==> config.mk <==
export PLATFORM = sky130hd
export DESIGN_NAME = rcf_config_fault_regs
export DESIGN_NICKNAME = d
export VERILOG_FILES = /design/src/include/rcf_pkg.sv /design/src/core/rcf_config_fault_regs.sv
export VERILOG_INCLUDE_DIRS = /design/src /design/src/include
export SDC_FILE = /design/constraint.sdc
export NUM_CORES = 1
export LEC_CHECK = 0
export BUFFER_PORTS_ARGS = -buffer_cell sky130_fd_sc_hd__clkbuf_2
export CORE_MARGIN = 3
export CORE_UTILIZATION = 50
export DETAILED_ROUTE_END_ITERATION = 6
export GPL_ROUTABILITY_DRIVEN = 0
export GPL_TIMING_DRIVEN = 0
export HOLD_SLACK_MARGIN = 0.03
export PLACE_DENSITY = 0.69
export SETUP_SLACK_MARGIN = 0.2
export SLEW_MARGIN = 20
export SYNTH_ARGS = -nofsm -noshare
export SYNTH_HDL_FRONTEND = slang
export SYNTH_SLANG_ARGS = --single-unit
==> constraint.sdc <==
create_clock -name mclk -period 10.49 [get_ports mclk]
set_input_delay 2.098 -clock mclk [delete_from_list [all_inputs] [get_ports mclk]]
set_output_delay 2.098 -clock mclk [all_outputs]
set_load 0.01 [all_outputs]
==> src/include/rcf_defs.svh <==
// rcf_defs.svh: offsets, field positions, reset values and rates for the
// resolver configuration and fault register group.
// assumes a single 125 MHz mclk and a nominal 8.192 MHz converter input clock.
//
// Functional notes
// - seven-bit frequency word sets excitation frequency
// - frequency equals word times clock over 2^15
// - power-up excitation is 10 kHz
// - control register resets to 0x7E
// - D5 picks 360 or +-44 degree lock
// - D4 enables hysteresis, enabled at power-up
// - hysteresis hides one-LSB position changes
// - D3/D2 pick 10/12/14/16 bit encoder
// - encoder resolution is 16 bits at power-up
// - config mode uses D1/D0, normal uses pins
// - output resolution is 12 bits at power-up
// - byte top bit marks address or data
// - data write stores parity in top bit
// - read returns top bit high on parity mismatch
// - address 0xF0 in config mode soft-resets
// - soft reset restarts loop, keeps config, clears faults
// - soft reset restarts excitation phase deterministically
// - fault register flags drive fault pins low
// - fault bit order clipped down to parity
// - sample fall after fault read clears faults
// - hysteresis zeroes unused position low bits
`ifndef RCF_DEFS_SVH
`define RCF_DEFS_SVH

`define RCF_ADDR_POS_HI     8'h80
`define RCF_ADDR_POS_LO     8'h81
`define RCF_ADDR_EXC_FREQ   8'h91
`define RCF_ADDR_CONTROL    8'h92
`define RCF_ADDR_SOFT_RST   8'hF0
`define RCF_ADDR_FAULT      8'hFF

`define RCF_BIT_ADDR_FLAG   7
`define RCF_RST_EXC_FREQ    8'h28
`define RCF_RST_CONTROL     8'h7E

`define RCF_MCLK_HZ         32'd125000000
`define RCF_REF_CLK_HZ      32'd8192000
`define RCF_PHASE_BITS      15

`define RCF_FLT_CLIPPED     7
`define RCF_FLT_SIG_ABSENT  6
`define RCF_FLT_OVERRANGE   5
`define RCF_FLT_MISMATCH    4
`define RCF_FLT_TRACK_ERR   3
`define RCF_FLT_OVERSPEED   2
`define RCF_FLT_PHASE_LOCK  1
`define RCF_FLT_CFG_PARITY  0

`endif

==> src/include/rcf_pkg.sv <==
// rcf_pkg: types shared by the resolver configuration and fault registers.
// assumes rcf_defs.svh is available on the include path.
package rcf_pkg;

    // control register layout, top bit holds the stored parity
    typedef struct packed {
        logic       parity;
        logic       reserved;
        logic       phaseLockNarrow;
        logic       hystEnable;
        logic       encResHi;
        logic       encResLo;
        logic       outResHi;
        logic       outResLo;
    } rcf_ctrl_t;

    // host register port
    typedef struct packed {
        logic [7:0] addr;
        logic [7:0] wrData;
        logic       wrStb;
        logic       rdStb;
    } rcf_bus_t;

endpackage

==> src/core/rcf_config_fault_regs.sv <==
// rcf_config_fault_regs: excitation word, control, soft reset and sticky
// fault registers, with the excitation phase generator and position latch.
// assumes host strobes are synchronous to mclk and one cycle long; the analog
// fault detectors and the tracking loop sit outside and feed faultRaw/posInteg.
`timescale 1ns/1ps
`default_nettype none
`include "rcf_defs.svh"

module rcf_config_fault_regs
    import rcf_pkg::*;
(
    input  wire logic            mclk,          // 125 MHz clock
    input  wire logic            rst,           // async reset, active high
    input  wire rcf_bus_t        bus,           // host register port
    input  wire logic            modeSelLo,     // mode select, low bit
    input  wire logic            modeSelHi,     // mode select, high bit
    input  wire logic            outResSelLo,   // resolution pin, low bit
    input  wire logic            outResSelHi,   // resolution pin, high bit
    input  wire logic            sampleN,       // sample strobe, falling edge acts
    input  wire logic [7:0]      faultRaw,      // live fault conditions
    input  wire logic [15:0]     posInteg,      // position integrator output
    output logic      [7:0]      rdData,        // read data, cycle after rdStb
    output logic                 excitation,    // excitation square output
    output logic                 trackRestart,  // one-cycle loop restart pulse
    output logic                 phaseLockWide, // 360 degree lock selected
    output logic                 hystOn,        // hysteresis enabled
    output logic      [1:0]      encResCode,    // 0:10 1:12 2:14 3:16 bits
    output logic      [1:0]      outResCode,    // same encoding
    output logic      [15:0]     position,      // latched position
    output logic                 signalDegradeN,// degradation fault pin
    output logic                 trackingLostN  // tracking fault pin
);

    localparam logic [31:0] REF_STEP = `RCF_REF_CLK_HZ;
    localparam logic [31:0] REF_WRAP = `RCF_MCLK_HZ;

    logic [7:0]  freqWord_q;
    rcf_ctrl_t   ctrl_q;
    logic [7:0]  pointer_q;
    logic [7:0]  fault_q;
    logic [7:0]  fault_d;
    logic        faultReadArm_q;
    logic        sampleN_q;
    logic [31:0] refAcc_q;
    logic [`RCF_PHASE_BITS-1:0] phase_q;
    logic        softRst_q;

    // access decode
    wire cfgMode     = modeSelHi & modeSelLo;
    wire isAddrByte  = bus.wrData[`RCF_BIT_ADDR_FLAG];
    wire wrAddr      = bus.wrStb & cfgMode & isAddrByte;
    wire wrDataByte  = bus.wrStb & cfgMode & ~isAddrByte;
    wire softRstHit  = wrAddr && bus.wrData == `RCF_ADDR_SOFT_RST;
    wire wrFreq      = wrDataByte && pointer_q == `RCF_ADDR_EXC_FREQ;
    wire wrCtrl      = wrDataByte && pointer_q == `RCF_ADDR_CONTROL;
    wire dataParity  = ^bus.wrData[6:0];
    wire [7:0] wrStore = {dataParity, bus.wrData[6:0]};

    // parity recheck of stored configuration
    wire freqParErr  = (^freqWord_q[6:0]) != freqWord_q[7];
    wire ctrlParErr  = (^ctrl_q[6:0]) != ctrl_q.parity;

    // sample edge and fault clearing
    wire sampleFall  = sampleN_q & ~sampleN;
    wire faultRead   = bus.rdStb & cfgMode && bus.addr == `RCF_ADDR_FAULT;
    wire faultClear  = (sampleFall & faultReadArm_q) | softRst_q;

    wire [7:0] faultSet = {faultRaw[7:1], faultRaw[0] | freqParErr | ctrlParErr};

    // set wins over clear; flags stay until cleared
    assign fault_d = (faultClear ? 8'h00 : fault_q) | faultSet;

    // resolution in force
    // code bit 0 is the high select bit, as in the encoder field
    wire [1:0] resCode  = cfgMode ? {ctrl_q.outResLo, ctrl_q.outResHi}
                                  : {outResSelLo, outResSelHi};
    wire [15:0] resMask = resCode == 2'h0 ? 16'hFFC0 :
                          resCode == 2'h1 ? 16'hFFF0 :
                          resCode == 2'h2 ? 16'hFFFC : 16'hFFFF;
    wire [15:0] resLsb  = ~resMask + 16'h0001;
    wire [15:0] posMasked = posInteg & resMask;
    wire [15:0] posDiff   = posMasked - position;
    wire        posSmall  = (posDiff == resLsb) || (posDiff == (16'h0000 - resLsb));
    wire        posHold   = ctrl_q.hystEnable & posSmall;
    wire [15:0] posNext   = ctrl_q.hystEnable ? posMasked : posInteg;

    // reference clock enable and excitation phase accumulator
    wire [31:0] refSum  = refAcc_q + REF_STEP;
    wire        refTick = refSum >= REF_WRAP;

    // read mux
    wire [7:0] rdSel =
        (bus.addr == `RCF_ADDR_EXC_FREQ && cfgMode) ? {freqParErr, freqWord_q[6:0]} :
        (bus.addr == `RCF_ADDR_CONTROL && cfgMode)  ? {ctrlParErr, ctrl_q[6:0]} :
        (bus.addr == `RCF_ADDR_FAULT && cfgMode)    ? fault_q :
        (bus.addr == `RCF_ADDR_POS_HI)              ? position[15:8] :
        (bus.addr == `RCF_ADDR_POS_LO)              ? position[7:0] : 8'h00;

    always_ff @(posedge mclk or posedge rst) begin
        if (rst) begin
            freqWord_q <= `RCF_RST_EXC_FREQ;
            ctrl_q     <= `RCF_RST_CONTROL;
            pointer_q  <= `RCF_ADDR_FAULT;
        end else begin
            if (wrAddr) begin
                pointer_q <= bus.wrData;
            end
            if (wrFreq) begin
                freqWord_q <= wrStore;
            end
            if (wrCtrl) begin
                ctrl_q <= wrStore;
            end
        end
    end

    always_ff @(posedge mclk or posedge rst) begin
        if (rst) begin
            fault_q        <= 8'h00;
            faultReadArm_q <= 1'b0;
            sampleN_q      <= 1'b1;
            softRst_q      <= 1'b0;
            signalDegradeN <= 1'b1;
            trackingLostN  <= 1'b1;
        end else begin
            fault_q        <= fault_d;
            sampleN_q      <= sampleN;
            softRst_q      <= softRstHit;
            faultReadArm_q <= faultRead | (faultReadArm_q & ~faultClear);
            signalDegradeN <= ~|fault_d[7:4];
            trackingLostN  <= ~|fault_d[3:0];
        end
    end

    always_ff @(posedge mclk or posedge rst) begin
        if (rst) begin
            refAcc_q   <= 32'h0000_0000;
            phase_q    <= '0;
            excitation <= 1'b0;
        end else if (softRstHit) begin
            refAcc_q   <= 32'h0000_0000;
            phase_q    <= '0;
            excitation <= 1'b0;
        end else begin
            refAcc_q <= refTick ? refSum - REF_WRAP : refSum;
            if (refTick) begin
                phase_q <= phase_q + {8'h00, freqWord_q[6:0]};
            end
            excitation <= phase_q[`RCF_PHASE_BITS-1];
        end
    end

    always_ff @(posedge mclk or posedge rst) begin
        if (rst) begin
            rdData        <= 8'h00;
            trackRestart  <= 1'b0;
            phaseLockWide <= 1'b0;
            hystOn        <= 1'b1;
            encResCode    <= 2'h3;
            outResCode    <= 2'h1;
            position      <= 16'h0000;
        end else begin
            rdData        <= bus.rdStb ? rdSel : 8'h00;
            trackRestart  <= softRstHit;
            phaseLockWide <= ~ctrl_q.phaseLockNarrow;
            hystOn        <= ctrl_q.hystEnable;
            encResCode    <= {ctrl_q.encResLo, ctrl_q.encResHi};
            outResCode    <= resCode;
            if (sampleFall && !posHold) begin
                position <= posNext;
            end
        end
    end
endmodule

`default_nettype wire

==> impl_metrics.tcl, run 1 <==
set metrics [dict create \
    worst-r2r-setup-slack_ps 5820 \
    nets 971 \
    clkPwrFrac_pct 18.2 \
    yosysUniqueCellTypes 70 \
    root_buffer "clkbuf_16" \
    area_growth_pct 13.25 \
    p_sw_mw 0.7540 \
    worst_skew_pair.late_latency_ps 350 \
    path_class "in -> reg" \
    diodes 0 \
    avgSynthCellArea_um2 9.015 \
    overflow 0 \
    fmax_ghz 0.1627 \
    drive_gt1_share_pct 17.65 \
    cts_hold_buf 0 \
    worst_pin_slew_ps 1120 \
    clock-sinks 109 \
    antenna_found_initial 0 \
    synth_flop_cell "dfrtp_1" \
    dp_hpwl_mm 14.34 \
    initial_core_util_pct 51.50 \
    power_mw 1.821 \
    comb_power_share_pct 46.9 \
    wl_per_cell_um 17.53 \
    synthCells 796 \
    intPower_mw 1.067 \
    die_w_um 125.8 \
    cp.required_ps 10700 \
    cts_max_path_buffers 2 \
    p_seq_share_pct 34.9 \
    synth-warning-count 0 \
    hold_viol 0 \
    finClkSkew_ps 8.894 \
    synth-seq-cells 109 \
    ant_nets 0 \
    first_iter_violations 492 \
    swShare_pct 41.41 \
    vias_per_cell 5.992 \
    outcome "finished, final reports clean" \
    worstSetupStartpointType "input port" \
    worstPathArrival_ps 6360 \
    finalMaxSlewViolations 0 \
    relSlewSlack_pct 24.90 \
    wl_mm 18.84 \
    dieHeight_um 125.8 \
    clkTransAtPathRegs_ps 80 \
    setup_viol 0 \
    firstDrtPassIters 6 \
    num_rows 43 \
    core_area_um2 13930 \
    period_minus_slack_ps 6146 \
    drcViolationCount 0 \
    tritoncts "done" \
    min_path_type "reg -> reg" \
    layout_commonest_cell "nand2_1" \
    ys_seq_area_share_pct 38.41 \
    numCtsBuffers 9 \
    cts-resized-gates 0 \
    ir_drop_v 0.0001802 \
    track_usage_pct 23.74 \
    cts_setup_buffers 0 \
    grt_pass1_wl_mm 31.06 \
    final_cell_mix "nand2_1, dfrtp_1, clkbuf_2" \
    fin_crit_sh_pct 58.59 \
    first_global_vias 6373 \
    num_vias 6441 \
    syn-num-nets 877 \
    synth-edff-count 0 \
    tns_ps 0 \
    p_leak_nw 3.426 \
    pin_count 83 \
    port_buffers 82 \
    p_per_area_nw_per_um2 224.1 \
    grt_max_degree 67 \
    worst_slack_ps 4344 \
    rsz0062_at_grt "false" \
    dieArea_um2 15820 \
    crit_path_end_kind "register" \
    async_reset_ff_share_pct 100.0 \
    netlist_area_um2 7176 \
    htree_num_levels 3 \
    cp_max_fo 10 \
    cap_viol_max_count 0 \
    dp_slack_ps 4003 \
]
[state kept, by name (all words and copies together) (netlist names)]
| register | flops |
|---|---|
| outResCode | 2 |
| trackingLostN | 1 |
| refAcc_q | 26 |
| fault_q | 8 |
| sampleN_q | 1 |
| phase_q | 15 |
| position | 16 |
| freqWord_q | 8 |
| hystOn | 1 |
| signalDegradeN | 1 |
| excitation | 1 |
| rdData | 8 |
| trackRestart | 1 |
| phaseLockWide | 1 |
| ctrl_q | 8 |
| encResCode | 2 |
| faultReadArm_q | 1 |
| pointer_q | 8 |
[final timing paths]
kind,startpoint,depth (start not counted),to
worst max-delay path,modeSelHi,17,position[8]$_DFFE_PP0P_
worst min-delay path,ctrl_q[4]$_DFFE_PP1P_,0,hystOn$_DFF_PP1_
worst max register to register,ctrl_q[1]$_DFFE_PP1P_,15,position[8]$_DFFE_PP0P_
worst min register to register,ctrl_q[4]$_DFFE_PP1P_,0,hystOn$_DFF_PP1_
max in group asynchronous,rst,3,sampleN_q$_DFF_PP1_
min in group asynchronous,rst,2,freqWord_q[1]$_DFFE_PP0P_
[worst max-delay path, cell delays in order]
cell      delay (ps)
clkbuf_2         120
and2_1           120
clkbuf_1         350
nor3_1            80
a21oi_1          450
and2_1           210
ha_1             270
o211a_1          260
o31ai_1          280
a21oi_1          100
o41ai_1          360
xnor2_1          130
or4_1            530
clkbuf_1         230
o22ai_2          370
buf_4            250
o221ai_1         140
[cell type report]
cell class / instances / area (um2)
plain buffers: 34 / 170.2
clock inverters: 5 / 40.04
inverters: 41 / 158.9
multi-input cells: 612 / 4095
well taps: 180 / 225.2
repair buffers: 83 / 437.9
fillers: 1235 / 5808
flip-flops and latches: 109 / 2756
clock buffers: 11 / 242.7
[cell families after synthesis]
kind of cell    after synthesis  synth area share, %
mux                          18                2.738
xor+xnor                     74                9.032
buf+inv                      75                4.516
flops                       109                38.41
fa+ha+maj                    33                5.929
compound gates              190                19.42
simple gates                297                19.95
[metrics by stage]
step	std cells	hold slack (ps)	instance area, um2	utilization, %
2_1_floorplan	796	353.3	7176	-
3_3_place_gp	1058	354.4	7811	56.06
3_5_place_dp	1059	357.0	7844	56.29
4_1_cts	1075	370.5	8127	58.32
5_1_grt	1075	383.4	8127	58.32
6_report	1075	360.6	8127	58.32
[power by group through the flow]
| stage | Clock (mW) | Sequential (mW) | Combinational, mW |
|---|---|---|---|
| floorplan | 0 | 0.616 | 0.671 |
| global placement | 0 | 0.633 | 0.810 |
| detailed placement | 0 | 0.638 | 0.844 |
| CTS | 0.341 | 0.631 | 0.850 |
| global route | 0.358 | 0.648 | 0.962 |
| finish | 0.332 | 0.635 | 0.854 |
[Yosys cell counts (all sizes together) (6+ instances only)]
library cell / number / area share [%]
nand2: 104 / 5.4
ha: 30 / 5.2
dfstp: 23 / 8.4
o21ai: 32 / 2.2
nor2: 57 / 3.0
dfrtp: 86 / 30
a22oi: 7 / 0.73
inv: 41 / 2.1
o31ai: 8 / 0.84
nor4: 7 / 0.61
nand4: 11 / 0.96
or3: 6 / 0.52
o211ai: 11 / 1.2
and2: 8 / 0.70
nor3b: 6 / 0.63
a222oi: 8 / 1.1
mux2: 13 / 2.0
xor2: 27 / 3.3
buf: 10 / 1.1
o221ai: 10 / 1.2
a21o: 11 / 1.2
a21boi: 10 / 1.0
nand3: 40 / 2.8
nor3: 17 / 1.2
nor2b: 6 / 0.52
a21oi: 32 / 2.2
clkbuf: 24 / 1.3
nand2b: 11 / 0.96
a211oi: 6 / 0.70
o32a: 16 / 2.2
xnor2: 47 / 5.7
[routing by layer]
layer | global-route usage [%] | part of all wire (%) | wire, um
met4 | 10.16 | 2.8 | 535
met3 | 2.629 | 5.4 | 1018
met2 | 39.80 | 49 | 9162
met5 | 0 | 0 | 0
met1 | 31.35 | 43 | 8126
(Power assumes the default switching activity.)
==> run 2: changes to the inputs <==
--- a/config.mk
+++ b/config.mk
@@ -6,6 +6,7 @@
 export SDC_FILE = /design/constraint.sdc
 export NUM_CORES = 1
 export LEC_CHECK = 0
+export ABC_AREA = 1
 export BUFFER_PORTS_ARGS = -buffer_cell sky130_fd_sc_hd__clkbuf_2
 export CORE_MARGIN = 3
 export CORE_UTILIZATION = 50
@@ -13,7 +14,7 @@
 export GPL_ROUTABILITY_DRIVEN = 0
 export GPL_TIMING_DRIVEN = 0
 export HOLD_SLACK_MARGIN = 0.03
-export PLACE_DENSITY = 0.69
+export PLACE_DENSITY = 0.71
 export SETUP_SLACK_MARGIN = 0.2
 export SLEW_MARGIN = 20
 export SYNTH_ARGS = -nofsm -noshare
==> constraint.sdc (replaced) <==
create_clock -name mclk -period 5.5 [get_ports mclk]
set_input_delay 1.1 -clock mclk [delete_from_list [all_inputs] [get_ports mclk]]
set_output_delay 1.1 -clock mclk [all_outputs]
set_load 0.01 [all_outputs]
==> impl_metrics.tcl, run 2 <==
set metrics [dict create \
    min_path_type "reg -> reg" \
    critPathSlowestCell "fa_1" \
    firstDrtPassIters 5 \
    cp.required_ps 5750 \
    synthTopCellsByCount "nand2_1, inv_1, nand3_1" \
    area_growth_pct 12.85 \
    track_usage_pct 24.20 \
    avgSynthCellArea_um2 6.995 \
    outcome "finished, final reports clean" \
    max_stage_delay_ps 420 \
    worst-r2r-setup-slack_ps 2230 \
    startpoint "modeSelHi" \
    async_reset_ff_share_pct 100.0 \
    cts-resized-gates 0 \
    cap_viol_max_count 0 \
    numCtsBuffers 9 \
    first_global_vias 6764 \
    cts_max_path_buffers 2 \
    ir_drop_v 0.0002323 \
    cp_max_fo 10 \
    crit_buf_inv 5 \
    wl_mm 18.84 \
    dp_hpwl_mm 14.92 \
    htree_num_levels 3 \
    p_sw_mw 1.492 \
    relSlewSlack_pct 44.14 \
    tns_ps 0 \
    first_iter_violations 523 \
    final_cell_mix "nand2_1, inv_1, nand3_1" \
    largest_register "refAcc_q" \
    crit_path_end_kind "register" \
    tritoncts "done" \
    period_minus_slack_ps 3783 \
    worstPathArrival_ps 4040 \
    port_buffers 82 \
    critical_path_depth 26 \
    cts_setup_buffers 0 \
    synth_flop_cell "dfrtp_1" \
    synth_top_area_cell "dfrtp_1" \
    rsz0062_at_grt "false" \
    yosysUniqueCellTypes 43 \
    hold_viol 0 \
    p_per_area_nw_per_um2 403.6 \
    fin_crit_sh_pct 68.79 \
    ant_nets 0 \
    holdWs_ps 398.4 \
    ys_seq_area_share_pct 36.76 \
    swShare_pct 43.68 \
    cts_hold_buf 0 \
    r2r_cells 24 \
    initial_core_util_pct 51.40 \
    p_seq_share_pct 34.0 \
    fin_area_um2 8462 \
    synth-seq-cells 109 \
    root_buffer "clkbuf_16" \
    synthCells 1072 \
    wl_per_cell_um 13.90 \
    finalMaxSlewViolations 0 \
    path_delay_family "simple AND/OR/NAND/NOR gates" \
    overflow 0 \
    p_leak_nw 4.593 \
    path_class "in -> reg" \
    synth_top_cell_area_share_pct 28.70 \
    netlist_area_um2 7498 \
    timing.rr.end "position[6]$_DFFE_PP0P_" \
    core_area_um2 14590 \
    clock-sinks 109 \
    power_mw 3.416 \
    vias_per_cell 5.165 \
    worst_pin_slew_ps 834.8 \
    placed_cell_area_um2 8172 \
    dieArea_um2 16500 \
    drive_gt1_share_pct 14.86 \
    fmax_ghz 0.2643 \
    diodes 0 \
    regArea_um2 2756 \
    multi_input_comb_area_um2 4018 \
    nets 1247 \
    fill_cells 1354 \
    path_common_cell "nand2_1" \
    wl_met3_um 942 \
    dieHeight_um 128.5 \
    antenna_found_initial 0 \
    synth-warning-count 0 \
    syn-num-nets 1153 \
    intPower_mw 1.924 \
    synthTopCellsByArea "dfrtp_1, nand2_1, inv_1, dfstp_2, nand3_1" \
    finClkSkew_ps 12.84 \
    synth.most_common_cell "nand2_1" \
    pin_count 83 \
    setup_viol 0 \
    clkTransAtPathRegs_ps 80 \
    layout_commonest_cell "nand2_1" \
    drcViolationCount 0 \
    synth-edff-count 0 \
    largest_registers "refAcc_q (26), position (16), phase_q (15)" \
    grt_pass1_wl_mm 32.04 \
    final_core_util_pct 58.00 \
    worstSetupStartpointType "input port" \
    endpoint "position[6]$_DFFE_PP0P_" \
    wl_met1_mm 8.740 \
    routed.top_layer "met4" \
    num_vias 6999 \
    largest_register_ff_count 26 \
    worst_skew_pair.late_latency_ps 370 \
    num_rows 44 \
    rr_startpoint "ctrl_q[0]$_DFFE_PP0P_" \
    die_w_um 128.5 \
    comb_power_share_pct 47.0 \
    grt_max_degree 59 \
    clkPwrFrac_pct 19.0 \
    met2_length_mm 8.761 \
]
-- run 2: cell types whose count changed after synthesis, sizes merged, moves of 13 or more --
cell    delta
inv      +127
nand3     +54
a21oi     +21
mux2      -13
clkbuf    -19
xnor2     -31
nor2      +38
o32a      -16
o21ai     +30
nand2    +232
-- run 2: worst min-delay path by stage --
stage,from,endpoint,slack (ps),depth (start not counted)
2_1_floorplan,ctrl_q[2]$_DFFE_PP1P_,encResCode[1]$_DFF_PP1_,370,0
3_3_place_gp,ctrl_q[2]$_DFFE_PP1P_,encResCode[1]$_DFF_PP1_,390,0
3_5_place_dp,ctrl_q[2]$_DFFE_PP1P_,encResCode[1]$_DFF_PP1_,390,0
4_1_cts,ctrl_q[2]$_DFFE_PP1P_,encResCode[1]$_DFF_PP1_,400,0
5_1_grt,ctrl_q[2]$_DFFE_PP1P_,encResCode[1]$_DFF_PP1_,400,0
6_report,ctrl_q[2]$_DFFE_PP1P_,encResCode[1]$_DFF_PP1_,400,0
-- run 2: power by group through the flow --
| stage | Sequential, mW | Combinational, mW | Clock [mW] |
|---|---|---|---|
| after floorplan | 1.15 | 1.28 | 0 |
| after global placement | 1.17 | 1.56 | 0 |
| after detailed placement | 1.17 | 1.60 | 0 |
| after CTS | 1.16 | 1.60 | 0.662 |
| after global routing | 1.19 | 1.87 | 0.694 |
| final | 1.16 | 1.61 | 0.650 |
-- run 2: final cells by class --
cell class                      instances  share of cell area, %
Buffer                                 13                  1.065
Clock buffer                            9                  2.662
Clock inverter                          7                 0.7689
Inverter                              169                  7.556
Multi-Input combinational cell        781                  47.48
Sequential cell                       109                  32.57
Tap cell                              184                  2.721
Timing Repair Buffer                   83                  5.175
-- run 2: cells by family (layout without fill, tap and decap cells) --
group	after synthesis	count (layout)	share of synthesized area, %
and+or+nand+nor	568	568	32.35
buffers and inverters	182	281	9.661
AOI/OAI and AO/OA	144	144	10.96
DFF	109	109	36.76
xor gates and xnor gates	37	37	4.722
adders and majority gates	32	32	5.540
-- run 2: per-layer routing --
metal,up-vias,GRT usage (%)
met1,3205,33.33
met4,0,6.617
met3,32,3.861
met2,162,39.78
li1,3600,-
met5,-,0
-- run 2: through the flow --
stage / instances / setup WS [ps]
floorplan: 1072 / 1564
global placement: 1338 / 212.3
detailed placement: 1339 / 1394
CTS: 1355 / 1778
global route: 1355 / 1259
finish: 1355 / 1717
